==> src/hdl/gate_ctrl_pkg.sv <==
package gate_ctrl_pkg;

  // clock and watchdog timing
  localparam int CLK_PERIOD_NS = 10;
  localparam int MS_NS         = 1000000;
  localparam int TICK_CYCLES   = MS_NS / CLK_PERIOD_NS;

  localparam logic [6:0] WD_SHORT_MIN_MS = 7'h04;
  localparam logic [6:0] WD_SHORT_MAX_MS = 7'h28;
  localparam logic [6:0] WD_LONG_MIN_MS  = 7'h0a;
  localparam logic [6:0] WD_LONG_MAX_MS  = 7'h64;

  // serial frame
  localparam logic [4:0] FRAME_BITS  = 5'h10;
  localparam logic [4:0] ADDR_DONE   = 5'h07;
  localparam logic [4:0] COUNT_LIMIT = 5'h1f;

  // synchroniser reset pattern {sclk, sdi, scsN, sharedPin}
  localparam logic [3:0] SYNC_RESET = 4'h2;

  // control register map
  localparam int NUM_REGS  = 26;
  localparam int IDX_GEN_A = 0;
  localparam int IDX_GEN_B = 1;

  localparam logic [5:0] REG_ADDR [NUM_REGS] = '{
    6'h07, 6'h08, 6'h09, 6'h0a, 6'h0b, 6'h0c, 6'h0d, 6'h0e, 6'h0f,
    6'h10, 6'h11, 6'h12, 6'h17, 6'h18, 6'h19, 6'h1a, 6'h1b, 6'h1c,
    6'h1d, 6'h1f, 6'h20, 6'h23, 6'h25, 6'h26, 6'h27, 6'h28};

  localparam logic [7:0] REG_RESET [NUM_REGS] = '{
    8'h06, 8'h02, 8'h00, 8'h00, 8'h05, 8'h00, 8'h00, 8'h00, 8'h00,
    8'h00, 8'h00, 8'h00, 8'h00, 8'h00, 8'h00, 8'h00, 8'h00, 8'h00,
    8'h00, 8'h00, 8'h00, 8'h00, 8'h00, 8'h00, 8'h00, 8'h00};

  localparam logic [2:0] LOCK_OPEN = 3'h3;
  localparam logic [2:0] LOCK_SHUT = 3'h6;

  typedef enum logic [1:0] {
    BRIDGE_HALF = 2'h0,
    BRIDGE_PHEN = 2'h1,
    BRIDGE_PWM  = 2'h2,
    BRIDGE_SOL  = 2'h3
  } bridge_mode_t;

  typedef enum logic [1:0] {
    CP_AUTO    = 2'h0,
    CP_DOUBLER = 2'h1,
    CP_TRIPLER = 2'h2,
    CP_RSVD    = 2'h3
  } charge_pump_mode_field_t;

  typedef struct packed {
    logic         driverEnable;
    logic         offlineDiagEnable;
    bridge_mode_t bridgeMode;
    logic [2:0]   lock;
    logic         faultClear;
  } gen_a_t;

  typedef struct packed {
    logic     spreadSpectrumDisable;
    logic     sharedPinMode;
    charge_pump_mode_field_t chargePumpMode;
    logic     watchdogEnable;
    logic     watchdogFaultMode;
    logic     watchdogWindowSelect;
    logic     watchdogRestart;
  } gen_b_t;

  typedef struct packed {
    logic       faultSummary;
    logic       warningSummary;
    logic       watchdogFault;
    logic       frameFault;
    logic       monitorFault;
    logic [2:0] zero;
  } status_t;

  typedef enum logic [2:0] {
    FR_IDLE  = 3'b001,
    FR_SHIFT = 3'b010,
    FR_DONE  = 3'b100
  } frame_state_t;

endpackage : gate_ctrl_pkg

==> src/hdl/pin_sync.sv <==
`timescale 1ns/1ps

module pin_sync #(
  parameter int         WIDTH     = 1,
  parameter logic [3:0] RESET_VAL = 4'h0
) (
  // clock and reset
  input  wire logic             mclk,
  input  wire logic             resetn,
  // pins
  input  wire logic [WIDTH-1:0] pinIn,
  output logic      [WIDTH-1:0] pinOut
);

  logic [WIDTH-1:0] stage_r;

  // stage_r feeds only pinOut, nothing else may look at it
  always_ff @(posedge mclk or negedge resetn)
  begin
    if (!resetn)
    begin
      stage_r <= RESET_VAL[WIDTH-1:0];
      pinOut  <= RESET_VAL[WIDTH-1:0];
    end
    else
    begin
      stage_r <= pinIn;
      pinOut  <= stage_r;
    end
  end

endmodule : pin_sync

==> src/hdl/window_watchdog.sv <==
`timescale 1ns/1ps

module window_watchdog #(
  parameter int TICK_CYCLES = gate_ctrl_pkg::TICK_CYCLES
) (
  // clock and reset
  input  wire logic mclk,
  input  wire logic resetn,
  // control
  input  wire logic enable,
  input  wire logic longWindow,
  input  wire logic restart,
  // event
  output logic      expire
);

  logic [16:0] prescale_r;
  logic [6:0]  msCount_r;
  logic        tickDone;
  logic [6:0]  minMs;
  logic [6:0]  maxMs;
  logic        early;
  logic        late;

  assign tickDone = prescale_r == 17'(TICK_CYCLES - 1);
  assign minMs    = longWindow ? gate_ctrl_pkg::WD_LONG_MIN_MS
                               : gate_ctrl_pkg::WD_SHORT_MIN_MS;
  assign maxMs    = longWindow ? gate_ctrl_pkg::WD_LONG_MAX_MS
                               : gate_ctrl_pkg::WD_SHORT_MAX_MS;
  // a restart before the window opens is as bad as none at all
  assign early    = restart && (msCount_r < minMs);
  // a window shortened mid-count must still expire at the next tick
  assign late     = tickDone && (msCount_r >= maxMs - 7'h01);
  assign expire   = enable && (early || late);

  always_ff @(posedge mclk or negedge resetn)
  begin
    if (!resetn)
    begin
      prescale_r <= 17'h00000;
      msCount_r  <= 7'h00;
    end
    else if (!enable || restart || late)
    begin
      prescale_r <= 17'h00000;
      msCount_r  <= 7'h00;
    end
    else if (tickDone)
    begin
      prescale_r <= 17'h00000;
      msCount_r  <= msCount_r + 7'h01;
    end
    else
    begin
      prescale_r <= prescale_r + 17'h00001;
    end
  end

endmodule : window_watchdog

==> src/hdl/gate_driver_general_control_regs.sv <==
`timescale 1ns/1ps

module gate_driver_general_control_regs #(
  parameter int TICK_CYCLES = gate_ctrl_pkg::TICK_CYCLES
) (
  // clock and reset
  input  wire logic        mclk,
  input  wire logic        resetn,
  // serial register port
  input  wire logic        sclk,
  input  wire logic        sdi,
  input  wire logic        scsN,
  output logic             sdo,
  output logic             sdoOe,
  // shared disable / fault pin
  input  wire logic        sharedPinIn,
  output logic             sharedPinOut,
  output logic             sharedPinOe,
  // device monitors
  input  wire logic        monitorFault,
  output logic             faultClearPulse,
  // driver controls
  output logic             gateDriveEnable,
  output logic             passivePulldown,
  output logic             offlineDiagEnable,
  output logic [1:0]       bridgeMode,
  output logic [1:0]       chargePumpMode,
  output logic             spreadSpectrumDisable
);

  localparam int NR = gate_ctrl_pkg::NUM_REGS;

  logic                        sclkS;
  logic                        sdiS;
  logic                        scsNS;
  logic                        pinS;
  logic                        sclkPrev_r;
  gate_ctrl_pkg::frame_state_t state_r;
  gate_ctrl_pkg::frame_state_t state_nxt;
  logic [4:0]                  bitCnt_r;
  logic [15:0]                 rxShift_r;
  logic [15:0]                 txShift_r;
  logic [7:0]                  regFile_r   [NR];
  logic [7:0]                  regFile_nxt [NR];
  logic                        wdFault_r;
  logic                        frameFault_r;
  logic                        monFault_r;
  logic                        drvEnable_r;
  logic                        pinAssert_r;

  logic                        sclkRise;
  logic                        sclkFall;
  logic                        csActive;
  logic [5:0]                  frameAddr;
  logic                        addrHit;
  logic [4:0]                  hitIdx;
  logic [7:0]                  readData;
  logic                        countOk;
  logic                        writeGo;
  logic                        locked;
  logic [7:0]                  wrData;
  gate_ctrl_pkg::gen_a_t       genA;
  gate_ctrl_pkg::gen_b_t       genB;
  gate_ctrl_pkg::gen_a_t       wrA;
  gate_ctrl_pkg::gen_b_t       wrB;
  gate_ctrl_pkg::status_t      status;
  logic                        clearNow;
  logic                        wdRestart;
  logic                        wdExpire;
  logic                        wdIsFault;
  logic                        globalDisable;
  logic                        drvEnable_nxt;
  logic                        faultSummary;

  pin_sync #(
    .WIDTH     (4),
    .RESET_VAL (gate_ctrl_pkg::SYNC_RESET)
  ) u_sync (
    .mclk   (mclk),
    .resetn (resetn),
    .pinIn  ({sclk, sdi, scsN, sharedPinIn}),
    .pinOut ({sclkS, sdiS, scsNS, pinS})
  );

  // serial edges found on the synchronised clock
  assign sclkRise = sclkS && !sclkPrev_r;
  assign sclkFall = !sclkS && sclkPrev_r;
  assign csActive = !scsNS;

  // the address is looked up as its last bit arrives, so a read answer is
  // ready for the second byte; at frame end the stored copy is used
  assign frameAddr = (state_r == gate_ctrl_pkg::FR_SHIFT &&
                      bitCnt_r == gate_ctrl_pkg::ADDR_DONE)
                   ? {rxShift_r[4:0], sdiS} : rxShift_r[13:8];

  always_comb
  begin
    addrHit = 1'b0;
    hitIdx  = 5'h00;
    for (int i = 0; i < NR; i++)
    begin
      if (frameAddr == gate_ctrl_pkg::REG_ADDR[i])
      begin
        addrHit = 1'b1;
        hitIdx  = 5'(i);
      end
    end
  end

  // unmapped offsets read as zero and take no write
  assign readData = addrHit ? regFile_r[hitIdx] : 8'h00;

  assign genA = gate_ctrl_pkg::gen_a_t'(regFile_r[gate_ctrl_pkg::IDX_GEN_A]);
  assign genB = gate_ctrl_pkg::gen_b_t'(regFile_r[gate_ctrl_pkg::IDX_GEN_B]);
  assign wrData = rxShift_r[7:0];
  assign wrA    = gate_ctrl_pkg::gen_a_t'(wrData);
  assign wrB    = gate_ctrl_pkg::gen_b_t'(wrData);

  assign countOk = bitCnt_r == gate_ctrl_pkg::FRAME_BITS;
  assign writeGo = (state_r == gate_ctrl_pkg::FR_DONE) && countOk &&
                   !rxShift_r[14] && addrHit;
  assign locked  = genA.lock == gate_ctrl_pkg::LOCK_SHUT;

  // restart only when the written restart bit differs from the stored one
  assign wdRestart = writeGo && !locked && genB.watchdogEnable &&
                     (hitIdx == 5'(gate_ctrl_pkg::IDX_GEN_B)) &&
                     (wrB.watchdogRestart != genB.watchdogRestart);

  // the clear bit is high for one cycle; that cycle does the clearing
  assign clearNow        = genA.faultClear;
  assign faultClearPulse = clearNow;

  always_comb
  begin
    for (int i = 0; i < NR; i++)
    begin
      regFile_nxt[i] = regFile_r[i];
    end
    regFile_nxt[gate_ctrl_pkg::IDX_GEN_A][0] = 1'b0;
    if (writeGo)
    begin
      if (hitIdx == 5'(gate_ctrl_pkg::IDX_GEN_A))
      begin
        if (!locked)
        begin
          regFile_nxt[gate_ctrl_pkg::IDX_GEN_A] = {wrData[7:4],
                                                   genA.lock,
                                                   wrData[0]};
        end
        // only the two defined codes move the lock field
        if (wrA.lock == gate_ctrl_pkg::LOCK_OPEN ||
            wrA.lock == gate_ctrl_pkg::LOCK_SHUT)
        begin
          regFile_nxt[gate_ctrl_pkg::IDX_GEN_A][3:1] = wrA.lock;
        end
      end
      else if (!locked)
      begin
        regFile_nxt[hitIdx] = wrData;
      end
    end
  end

  window_watchdog #(
    .TICK_CYCLES (TICK_CYCLES)
  ) u_watchdog (
    .mclk       (mclk),
    .resetn     (resetn),
    .enable     (genB.watchdogEnable),
    .longWindow (genB.watchdogWindowSelect),
    .restart    (wdRestart),
    .expire     (wdExpire)
  );

  // faults: a new event wins over a clear in the same cycle
  assign wdIsFault    = wdFault_r && genB.watchdogFaultMode;
  assign faultSummary = monFault_r || wdIsFault;

  assign status = '{
    faultSummary:   faultSummary,
    warningSummary: wdFault_r && !genB.watchdogFaultMode,
    watchdogFault:  wdFault_r,
    frameFault:     frameFault_r,
    monitorFault:   monFault_r,
    zero:           3'h0
  };

  // pin at 0 is a driver disable input, active high
  assign globalDisable = !genB.sharedPinMode && pinS;
  assign drvEnable_nxt = genA.driverEnable && !globalDisable &&
                         !wdIsFault;

  always_comb
  begin
    state_nxt = state_r;
    unique case (state_r)
      gate_ctrl_pkg::FR_IDLE:
      begin
        if (csActive)
        begin
          state_nxt = gate_ctrl_pkg::FR_SHIFT;
        end
      end
      gate_ctrl_pkg::FR_SHIFT:
      begin
        if (!csActive)
        begin
          state_nxt = gate_ctrl_pkg::FR_DONE;
        end
      end
      gate_ctrl_pkg::FR_DONE:
      begin
        state_nxt = gate_ctrl_pkg::FR_IDLE;
      end
      default:
      begin
        state_nxt = gate_ctrl_pkg::FR_IDLE;
      end
    endcase
  end

  always_ff @(posedge mclk or negedge resetn)
  begin
    if (!resetn)
    begin
      state_r    <= gate_ctrl_pkg::FR_IDLE;
      sclkPrev_r <= 1'b0;
    end
    else
    begin
      state_r    <= state_nxt;
      sclkPrev_r <= sclkS;
    end
  end

  // shift path: sample sdi and advance sdo on each falling sclk edge
  always_ff @(posedge mclk or negedge resetn)
  begin
    if (!resetn)
    begin
      bitCnt_r  <= 5'h00;
      rxShift_r <= 16'h0000;
      txShift_r <= 16'h0000;
    end
    else if (state_r == gate_ctrl_pkg::FR_IDLE)
    begin
      bitCnt_r  <= 5'h00;
      txShift_r <= {status, 8'h00};
    end
    else if (state_r == gate_ctrl_pkg::FR_SHIFT && sclkFall)
    begin
      rxShift_r <= {rxShift_r[14:0], sdiS};
      if (bitCnt_r != gate_ctrl_pkg::COUNT_LIMIT)
      begin
        bitCnt_r <= bitCnt_r + 5'h01;
      end
      if (bitCnt_r == gate_ctrl_pkg::ADDR_DONE)
      begin
        txShift_r <= {readData, 8'h00};
      end
      else
      begin
        txShift_r <= {txShift_r[14:0], 1'b0};
      end
    end
  end

  // register file, reset values from the map
  always_ff @(posedge mclk or negedge resetn)
  begin
    if (!resetn)
    begin
      for (int i = 0; i < NR; i++)
      begin
        regFile_r[i] <= gate_ctrl_pkg::REG_RESET[i];
      end
    end
    else
    begin
      for (int i = 0; i < NR; i++)
      begin
        regFile_r[i] <= regFile_nxt[i];
      end
    end
  end

  always_ff @(posedge mclk or negedge resetn)
  begin
    if (!resetn)
    begin
      wdFault_r    <= 1'b0;
      frameFault_r <= 1'b0;
      monFault_r   <= 1'b0;
    end
    else
    begin
      wdFault_r    <= wdExpire || (wdFault_r && !clearNow);
      frameFault_r <= ((state_r == gate_ctrl_pkg::FR_DONE) && !countOk) ||
                      (frameFault_r && !clearNow);
      monFault_r   <= monitorFault || (monFault_r && !clearNow);
    end
  end

  // outputs toward the drivers and pins
  always_ff @(posedge mclk or negedge resetn)
  begin
    if (!resetn)
    begin
      drvEnable_r <= 1'b0;
      pinAssert_r <= 1'b0;
    end
    else
    begin
      drvEnable_r <= drvEnable_nxt;
      // open-drain low only in fault-output mode
      pinAssert_r <= genB.sharedPinMode && faultSummary;
    end
  end

  assign gateDriveEnable       = drvEnable_r;
  assign passivePulldown       = !drvEnable_r;
  assign offlineDiagEnable     = genA.offlineDiagEnable;
  assign bridgeMode            = genA.bridgeMode;
  // the reserved code falls back to automatic switching
  assign chargePumpMode        = (genB.chargePumpMode ==
                                  gate_ctrl_pkg::CP_RSVD)
                               ? gate_ctrl_pkg::CP_AUTO
                               : genB.chargePumpMode;
  assign spreadSpectrumDisable = genB.spreadSpectrumDisable;
  assign sharedPinOut          = 1'b0;
  assign sharedPinOe           = pinAssert_r;
  assign sdo                   = txShift_r[15];
  assign sdoOe                 = csActive;

endmodule : gate_driver_general_control_regs

==> config.mk <==
export PLATFORM = sky130hd
export DESIGN_NAME = gate_driver_general_control_regs
export DESIGN_NICKNAME = d
export VERILOG_FILES = /design/src/hdl/gate_ctrl_pkg.sv /design/src/hdl/pin_sync.sv /design/src/hdl/window_watchdog.sv /design/src/hdl/gate_driver_general_control_regs.sv
export SDC_FILE = /design/constraint.sdc
export NUM_CORES = 1
export LEC_CHECK = 0
export ABC_AREA = 0
export BUFFER_PORTS_ARGS = -buffer_cell sky130_fd_sc_hd__buf_2
export CAP_MARGIN = 20
export CORE_AREA = 5 5 182 184
export DETAILED_ROUTE_END_ITERATION = 10
export DIE_AREA = 0 0 187 189
export PLACE_DENSITY_LB_ADDON = 0.25
export SETUP_SLACK_MARGIN = 0.4
export SYNTH_ARGS = -nofsm -noshare
export SYNTH_HDL_FRONTEND = slang
export SYNTH_SLANG_ARGS = --single-unit
==> constraint.sdc <==
create_clock -name mclk -period 4.3 [get_ports mclk]
set_clock_uncertainty 0.15 [all_clocks]
set_input_delay 1.29 -clock mclk [delete_from_list [all_inputs] [get_ports mclk]]
set_output_delay 1.29 -clock mclk [all_outputs]
set_load 0.05 [all_outputs]
After elaboration in Yosys (flattened, before gate mapping) --
Cells that the tools add are included. W data, S select, Z words.
Word-level totals: bits of input ports 7, register bits 285, output and inout port bits 13, word-level logic and storage cells 233
Operators by class: muxes and demuxes 81, add/sub/neg operators 4, equal/unequal tests 44, reduce and logical (&&, ||, !) cells 54, bitwise gates (word level) 4, magnitude comparators 4
Operators by type and width (count):
- $bwmux W208 | 1
- $mux W208 | 1
- $mux W201 | 1
- $mux W200 | 1
- $mux W5 | 25
- $eq A6 B5 Y1 const B | 11
- $eq A6 B4 Y1 const B | 8
- $mux W16 | 3
- $mux W8 | 6
- $bmux W8 S5 | 1
- $demux W8 S5 | 1
- $eq A6 B6 Y1 const B | 6
- $mux W17 | 2
- $mux W1 | 27
- $logic_and A1 B1 Y1 | 24
- $mux W7 | 3
- $add A17 B1 Y17 const B | 1
- $eq A17 B17 Y1 const B | 1
- $logic_not A1 Y1 | 12
- $eq A3 B3 Y1 const B | 3
- $mux W3 | 3
- $logic_or A1 B1 Y1 | 8
- $ne A2 B1 Y1 const B | 4
- $reduce_and A2 Y1 | 4
- 27 further kinds | 34

Logic depth before layout (Yosys ltp) --
depth in word-level cells 39, gate-level depth with buffers 15

Hierarchy --
Synthesis repeated with hierarchy kept, for this count alone.
Unflattened totals: cell total of the unflattened synthesis 1246, area, all modules 14138.6 µm²
Modules (own cells, without submodules):
- gate_driver_general_control_regs | cells an instance 1087, area each 12529.5 µm², times used 1, seq. area each 6138.4 µm²
- window_watchdog | cells an instance 151, area each 1406.3 µm², times used 1, seq. area each 600.6 µm²
- pin_sync | cells an instance 8, area each 202.7 µm², times used 1, seq. area each 202.7 µm²

Least setup slack after synthesis --
OpenSTA, ideal clock, no wires.
path kind reg2reg, start register bitCnt_r[0], end register regFile_r[34] in the netlist's numbering, setup time 0.125 ns, required time 4.025 ns, path slack 1.033 ns, arrival 2.992 ns, cell stages (with the launch flop) 12, cells stage by stage dfrtp_1 -> ha_1 -> nor4bb_1 -> clkbuf_1 -> nand2_1 -> a2111o_1 -> o21ai_0 -> o21bai_4 -> or3_1 -> buf_6 -> nor2_8 -> mux2_2
Between the ends: longest elaborated chain between the ends 35, elaborated cells between the ends (all ways) 94
Ends and longest elaborated chain:
- start: declaration | RTL line gate_driver_general_control_regs.sv:40 | logic [4:0] bitCnt_r;
- start signal: assignment | RTL line gate_driver_general_control_regs.sv:255 | bitCnt_r <= bitCnt_r + 5'h01;
- $eq A5 B3 Y1 | RTL line gate_driver_general_control_regs.sv:93 | bitCnt_r == gate_ctrl_pkg::ADDR_DONE)
- $logic_and A1 B1 Y1 | RTL line gate_driver_general_control_regs.sv:92 | assign frameAddr = (state_r == gate_ctrl_pkg::FR_SHIFT &&
- $mux W6 | RTL line gate_driver_general_control_regs.sv:94 | ? {rxShift_r[4:0], sdiS} : rxShift_r[13:8];
- $eq A6 B4 Y1 | RTL line gate_driver_general_control_regs.sv:102 | if (frameAddr == gate_ctrl_pkg::REG_ADDR[i])
- $mux W1 | RTL line gate_driver_general_control_regs.sv:102
- $mux W2 (2 in a row) | RTL line gate_driver_general_control_regs.sv:102
- $mux W5 (22 in a row) | RTL line gate_driver_general_control_regs.sv:102
- $not A5 Y6 (implied by the code) | RTL line gate_driver_general_control_regs.sv:159 | regFile_nxt[hitIdx] = wrData;
- $ge A6 B6 Y1 (implied by the code) / $lt A6 B1 Y1 (equally long branches) | RTL line gate_driver_general_control_regs.sv:159
- $logic_and A1 B1 Y1 (implied by the code) | RTL line gate_driver_general_control_regs.sv:159
- $mux W8 (implied by the code) | RTL line gate_driver_general_control_regs.sv:159
- $demux W8 S5 | RTL line gate_driver_general_control_regs.sv:159
- $bwmux W208 | RTL line gate_driver_general_control_regs.sv:159
- end signal: indexed assignment | RTL line gate_driver_general_control_regs.sv:275 | regFile_r[i] <= gate_ctrl_pkg::REG_RESET[i];
- end signal: indexed assignment | RTL line gate_driver_general_control_regs.sv:282 | regFile_r[i] <= regFile_nxt[i];
- end: declaration | RTL line gate_driver_general_control_regs.sv:43 | logic [7:0] regFile_r [NR];
Parallel ways exist; a longest one is shown, timed or not. A chain may end at the register's enable or synchronous reset.

Worst setup path in the final report --
start register bitCnt_r[0], end register txShift_r[13]
Between the ends: longest elaborated chain between the ends 37, elaborated cells between the ends (all ways) 88
Ends and longest elaborated chain:
- $eq A5 B3 Y1 (*) | RTL line gate_driver_general_control_regs.sv:93, gate_driver_general_control_regs.sv:257
- $logic_and A1 B1 Y1 | RTL line gate_driver_general_control_regs.sv:92
- $mux W6 | RTL line gate_driver_general_control_regs.sv:94
- $eq A6 B4 Y1 | RTL line gate_driver_general_control_regs.sv:102
- $mux W1 | RTL line gate_driver_general_control_regs.sv:102
- $mux W2 (2 in a row) | RTL line gate_driver_general_control_regs.sv:102
- $mux W5 (22 in a row) | RTL line gate_driver_general_control_regs.sv:102
- $not A5 Y6 (implied by the code) | RTL line gate_driver_general_control_regs.sv:111 | assign readData = addrHit ? regFile_r[hitIdx] : 8'h00;
- $bmux W8 S5 | RTL line gate_driver_general_control_regs.sv:111
- $mux W8 (implied by the code) (2 in a row) | RTL line gate_driver_general_control_regs.sv:111
- $mux W8 | RTL line gate_driver_general_control_regs.sv:111
- $mux W16 (*) | RTL line gate_driver_general_control_regs.sv:257 | if (bitCnt_r == gate_ctrl_pkg::ADDR_DONE)
- $mux W16 (*) | RTL line gate_driver_general_control_regs.sv:250 | else if (state_r == gate_ctrl_pkg::FR_SHIFT && sclkFall)
- $mux W16 (*) | RTL line gate_driver_general_control_regs.sv:245 | else if (state_r == gate_ctrl_pkg::FR_IDLE)
- end signal: assignment | RTL line gate_driver_general_control_regs.sv:248 | txShift_r <= {status, 8'h00};
- end signal: assignment | RTL line gate_driver_general_control_regs.sv:259 | txShift_r <= {readData, 8'h00};
- end signal: assignment | RTL line gate_driver_general_control_regs.sv:263 | txShift_r <= {txShift_r[14:0], 1'b0};
- end: declaration | RTL line gate_driver_general_control_regs.sv:42 | logic [15:0] txShift_r;
Mark *: on every way between the ends. The rest lies on a longest branch, timed or not. The select of a mux whose other input is x is not followed.

==> results.md <==
- Die Width: 187 µm
- CP endpoint kind: register
- Mapped Cells: 1327
- Slew headroom: 0.2476
- Detailed Routing Iterations Pass 1: 5
- Total congestion overflow: 0
- Vias in the first global route: about 10000
- Async SR Flop Fraction: 1.000
- Total routed wirelength: between 30 and 40 mm
- Placed instance area: approximately 15000 µm²
- Net count after synthesis: around 1300
- Top cell type's share of synthesized area: 0.4839
- Io pins: 20
- Clock latency on the worst-skew pair: around 0.56 ns
- Gpl congestion: between 0.9 and 1
- Final setup violation count: 0
- Commonest cells post-synth: 269 x dfrtp_1, 254 x nand2_1, 171 x mux2_2, 67 x o21ai_0, 54 x nor2_1
- CTS tree: done
- Vias/cell: 5.786
- Fin crit share: 0.8796
- Clk slew on worst S/H paths: 0.06 ns
- Antenna Nets Post-Route: 0
- Max Fanout on Critical Path: 64
- CP required: about 4.6 ns
- Starting density of the core: 0.4454
- Post-Route Setup TNS: 0 ns
- Post-DP HPWL: between 20 and 25 mm
- CTS Buffer Depth: 3
- Final instance area: between 15000 and 20000 µm²
- Max Slew Vio Count: 0
- Global-route wire length before repair: 58.96 mm
- Final hold vios: 0
- Vias: slightly above 10000
- Largest net degree at the start of global routing: between 100 and 150
- Peak supply drop: a little under 300 µV
- Synthesized cell area: approximately 14000 µm²
- Mean Syn Cell Area: around 10 µm²
- Ratio of cells with drive above 1 in the final layout: 0.2621
- Kind of critical path: register to register
- Root Buffer: clkbuf_16
- Layout overhead on the synthesized area: 13.83%
- Die height: 189 µm
- Synth area leader: dfrtp_1
- Initial antenna violation count: 0
- Worst-Margin Slew: 1.127 ns
- TritonCTS buffer count: 31
- Achievable clock frequency: approximately 0.26 GHz
- Residual DRC: 0
- Clk sink count: ~280
- RSZ-0062 raised after global routing: true
- Core area: 31230 µm²
- Most frequent cell after synthesis: dfrtp_1
- Top cells by area, synth: dfrtp_1 48%, mux2_2 14%, nand2_1 6.9%
- Die area: approximately 35000 µm²
- Post-synth EDFFs: 0
- Synth Warn #: 0
- Outcome: complete, no violations
- GRT Util Overall: 0.2062
- Drt initial violations: between 900 and 1000
- Fin crit period: ~3.8 ns
- Element type at the critical path start: register
- Register area share after synthesis: 0.4991
- Unique masters post-synth: 79
- Filler cells: ~2800
- H-tree levels: 1
- Num rows: between 60 and 70
- Port Buf Inserts: 18
- Static leakage: between 0.007 and 0.008 µW
- MaxCap Viol Count: 0
- Number of synthesized register bits: between 200 and 300
- Layout Nets: about 1400
- WL per Instance: about 21 µm
- Main flop type after synthesis: dfrtp_1
- PD cells: between 300 and 400 nW/µm²
- Arrival time at the worst endpoint: just over 4 ns
- Worst Hold Class: register to register
-- cell usage in the layout (no fill, tap or decap), drive strengths merged, types with 11 or more instances in the layout --
master  count
o22ai      24
mux2i      21
nor2       64
nand4      11
nor4       11
nor3       15
mux2      184
and3       48
nand3      20
a31oi      43
dfrtp     269
xor2       20
nand2b     20
o21ai      71
clkbuf     48
inv        18
a21oi      14
nand2     254
buf        81
-- state kept, by name, indices dropped and copies added (netlist names) --
| signal | cells |
|---|---|
| regFile_r | 192 |
| u_watchdog.prescale_r | 17 |
| rxShift_r | 15 |
| genA | 8 |
| genB | 8 |
| txShift_r | 8 |
| u_watchdog.msCount_r | 7 |
| bitCnt_r | 5 |
| u_sync.pinOut | 4 |
| u_sync.stage_r | 4 |
| state_r | 3 |
| frameFault_r | 1 |
| gateDriveEnable | 1 |
| monFault_r | 1 |
| sclkPrev_r | 1 |
| sharedPinOe | 1 |
| wdFault_r | 1 |
-- through the flow --
step	worst slack, ns	instances	util	power, µW	hold slack, ns
4_1_cts	0.4124	1755	0.5020	5952	0.2008
3_5_place_dp	0.1655	1699	0.4683	3276	0.1872
2_1_floorplan	1.033	1327	-	3005	0.1812
3_3_place_gp	0.2319	1698	0.4674	3267	0.1831
5_1_grt	0.3794	1764	0.5069	6108	0.2182
6_report	0.5178	1765	0.5070	5901	0.1994
-- logic make-up (layout without fill, tap and decap cells) --
family                     Yosys count  after routing  synth area share
other                                1              2         0.0002696
AOI/OAI and AO/OA                  203            203           0.09400
muxes                              205            205            0.1641
DFF                                277            277            0.4991
and+or+nand+nor                    481            481            0.1758
adders and majority gates            8              8          0.007196
xor gates and xnor gates            31             31           0.02150
buffers and inverters              121            156           0.03814
-- path summary, 6_finish.rpt --
kind,from,to,slack (ns),cells past startpoint
setup / recovery,bitCnt_r[0],txShift_r[13],0.52,12
hold / removal,u_sync.stage_r[0],u_sync.pinOut[0],0.20,0
setup reg to reg,bitCnt_r[0],txShift_r[13],0.52,12
max in group asynchronous,resetn,regFile_r[168],2.43,2
min in group asynchronous,resetn,u_sync.pinOut[3],0.62,1
hold reg to reg,u_sync.stage_r[0],u_sync.pinOut[0],0.20,0
-- repair_timing --
action | CTS | global route
resized for setup | 4 | 15
setup endpoints to repair | 60 | 148
hold buffers | 0 | 0
setup buffers | 0 | 8
pin swaps | 0 | 3
-- final cells by class --
type / instances / area, µm² / area share
tap: 402 / 503.0 / 0.03177
sequential: 277 / 6942 / 0.4384
antenna: 1 / 2.502 / 0.0001580
timing repair buffer: 81 / 704.4 / 0.04449
inverter: 19 / 75.07 / 0.004741
clock inverter: 8 / 70.07 / 0.004425
clock buffer: 48 / 969.7 / 0.06124
multi-input combinational: 929 / 6568 / 0.4148
-- metal layers --
layer / GRT usage / wire length (µm)
met3: 0.03669 / 2389
met1: 0.3038 / 17180
met4: 0.04636 / 835
met2: 0.3207 / 16540
met5: 0 / 0
-- power breakdown --
| group | internal, µW | switching (µW) | total, µW |
|---|---|---|---|
| clock network | 1590 | 1070 | 2660 |
| logic | 153 | 378 | 532 |
| registers | 2650 | 54.8 | 2710 |
| total | 4400 | 1500 | 5900 |
-- worst max-delay path: stages, from the launching register on --
cell and delay, ns:
dfrtp_1 0.40, ha_1 0.29, nand4bb_4 0.27, nor2_4 0.26, buf_4 0.22, mux2i_4 0.29, buf_12 0.30, nand2_1 0.09
and3_1 0.17, a31oi_1 0.33, o22ai_1 0.14, nor4_1 0.57, a211o_1 0.16
Note: power is estimated with default switching activity, not from simulation.
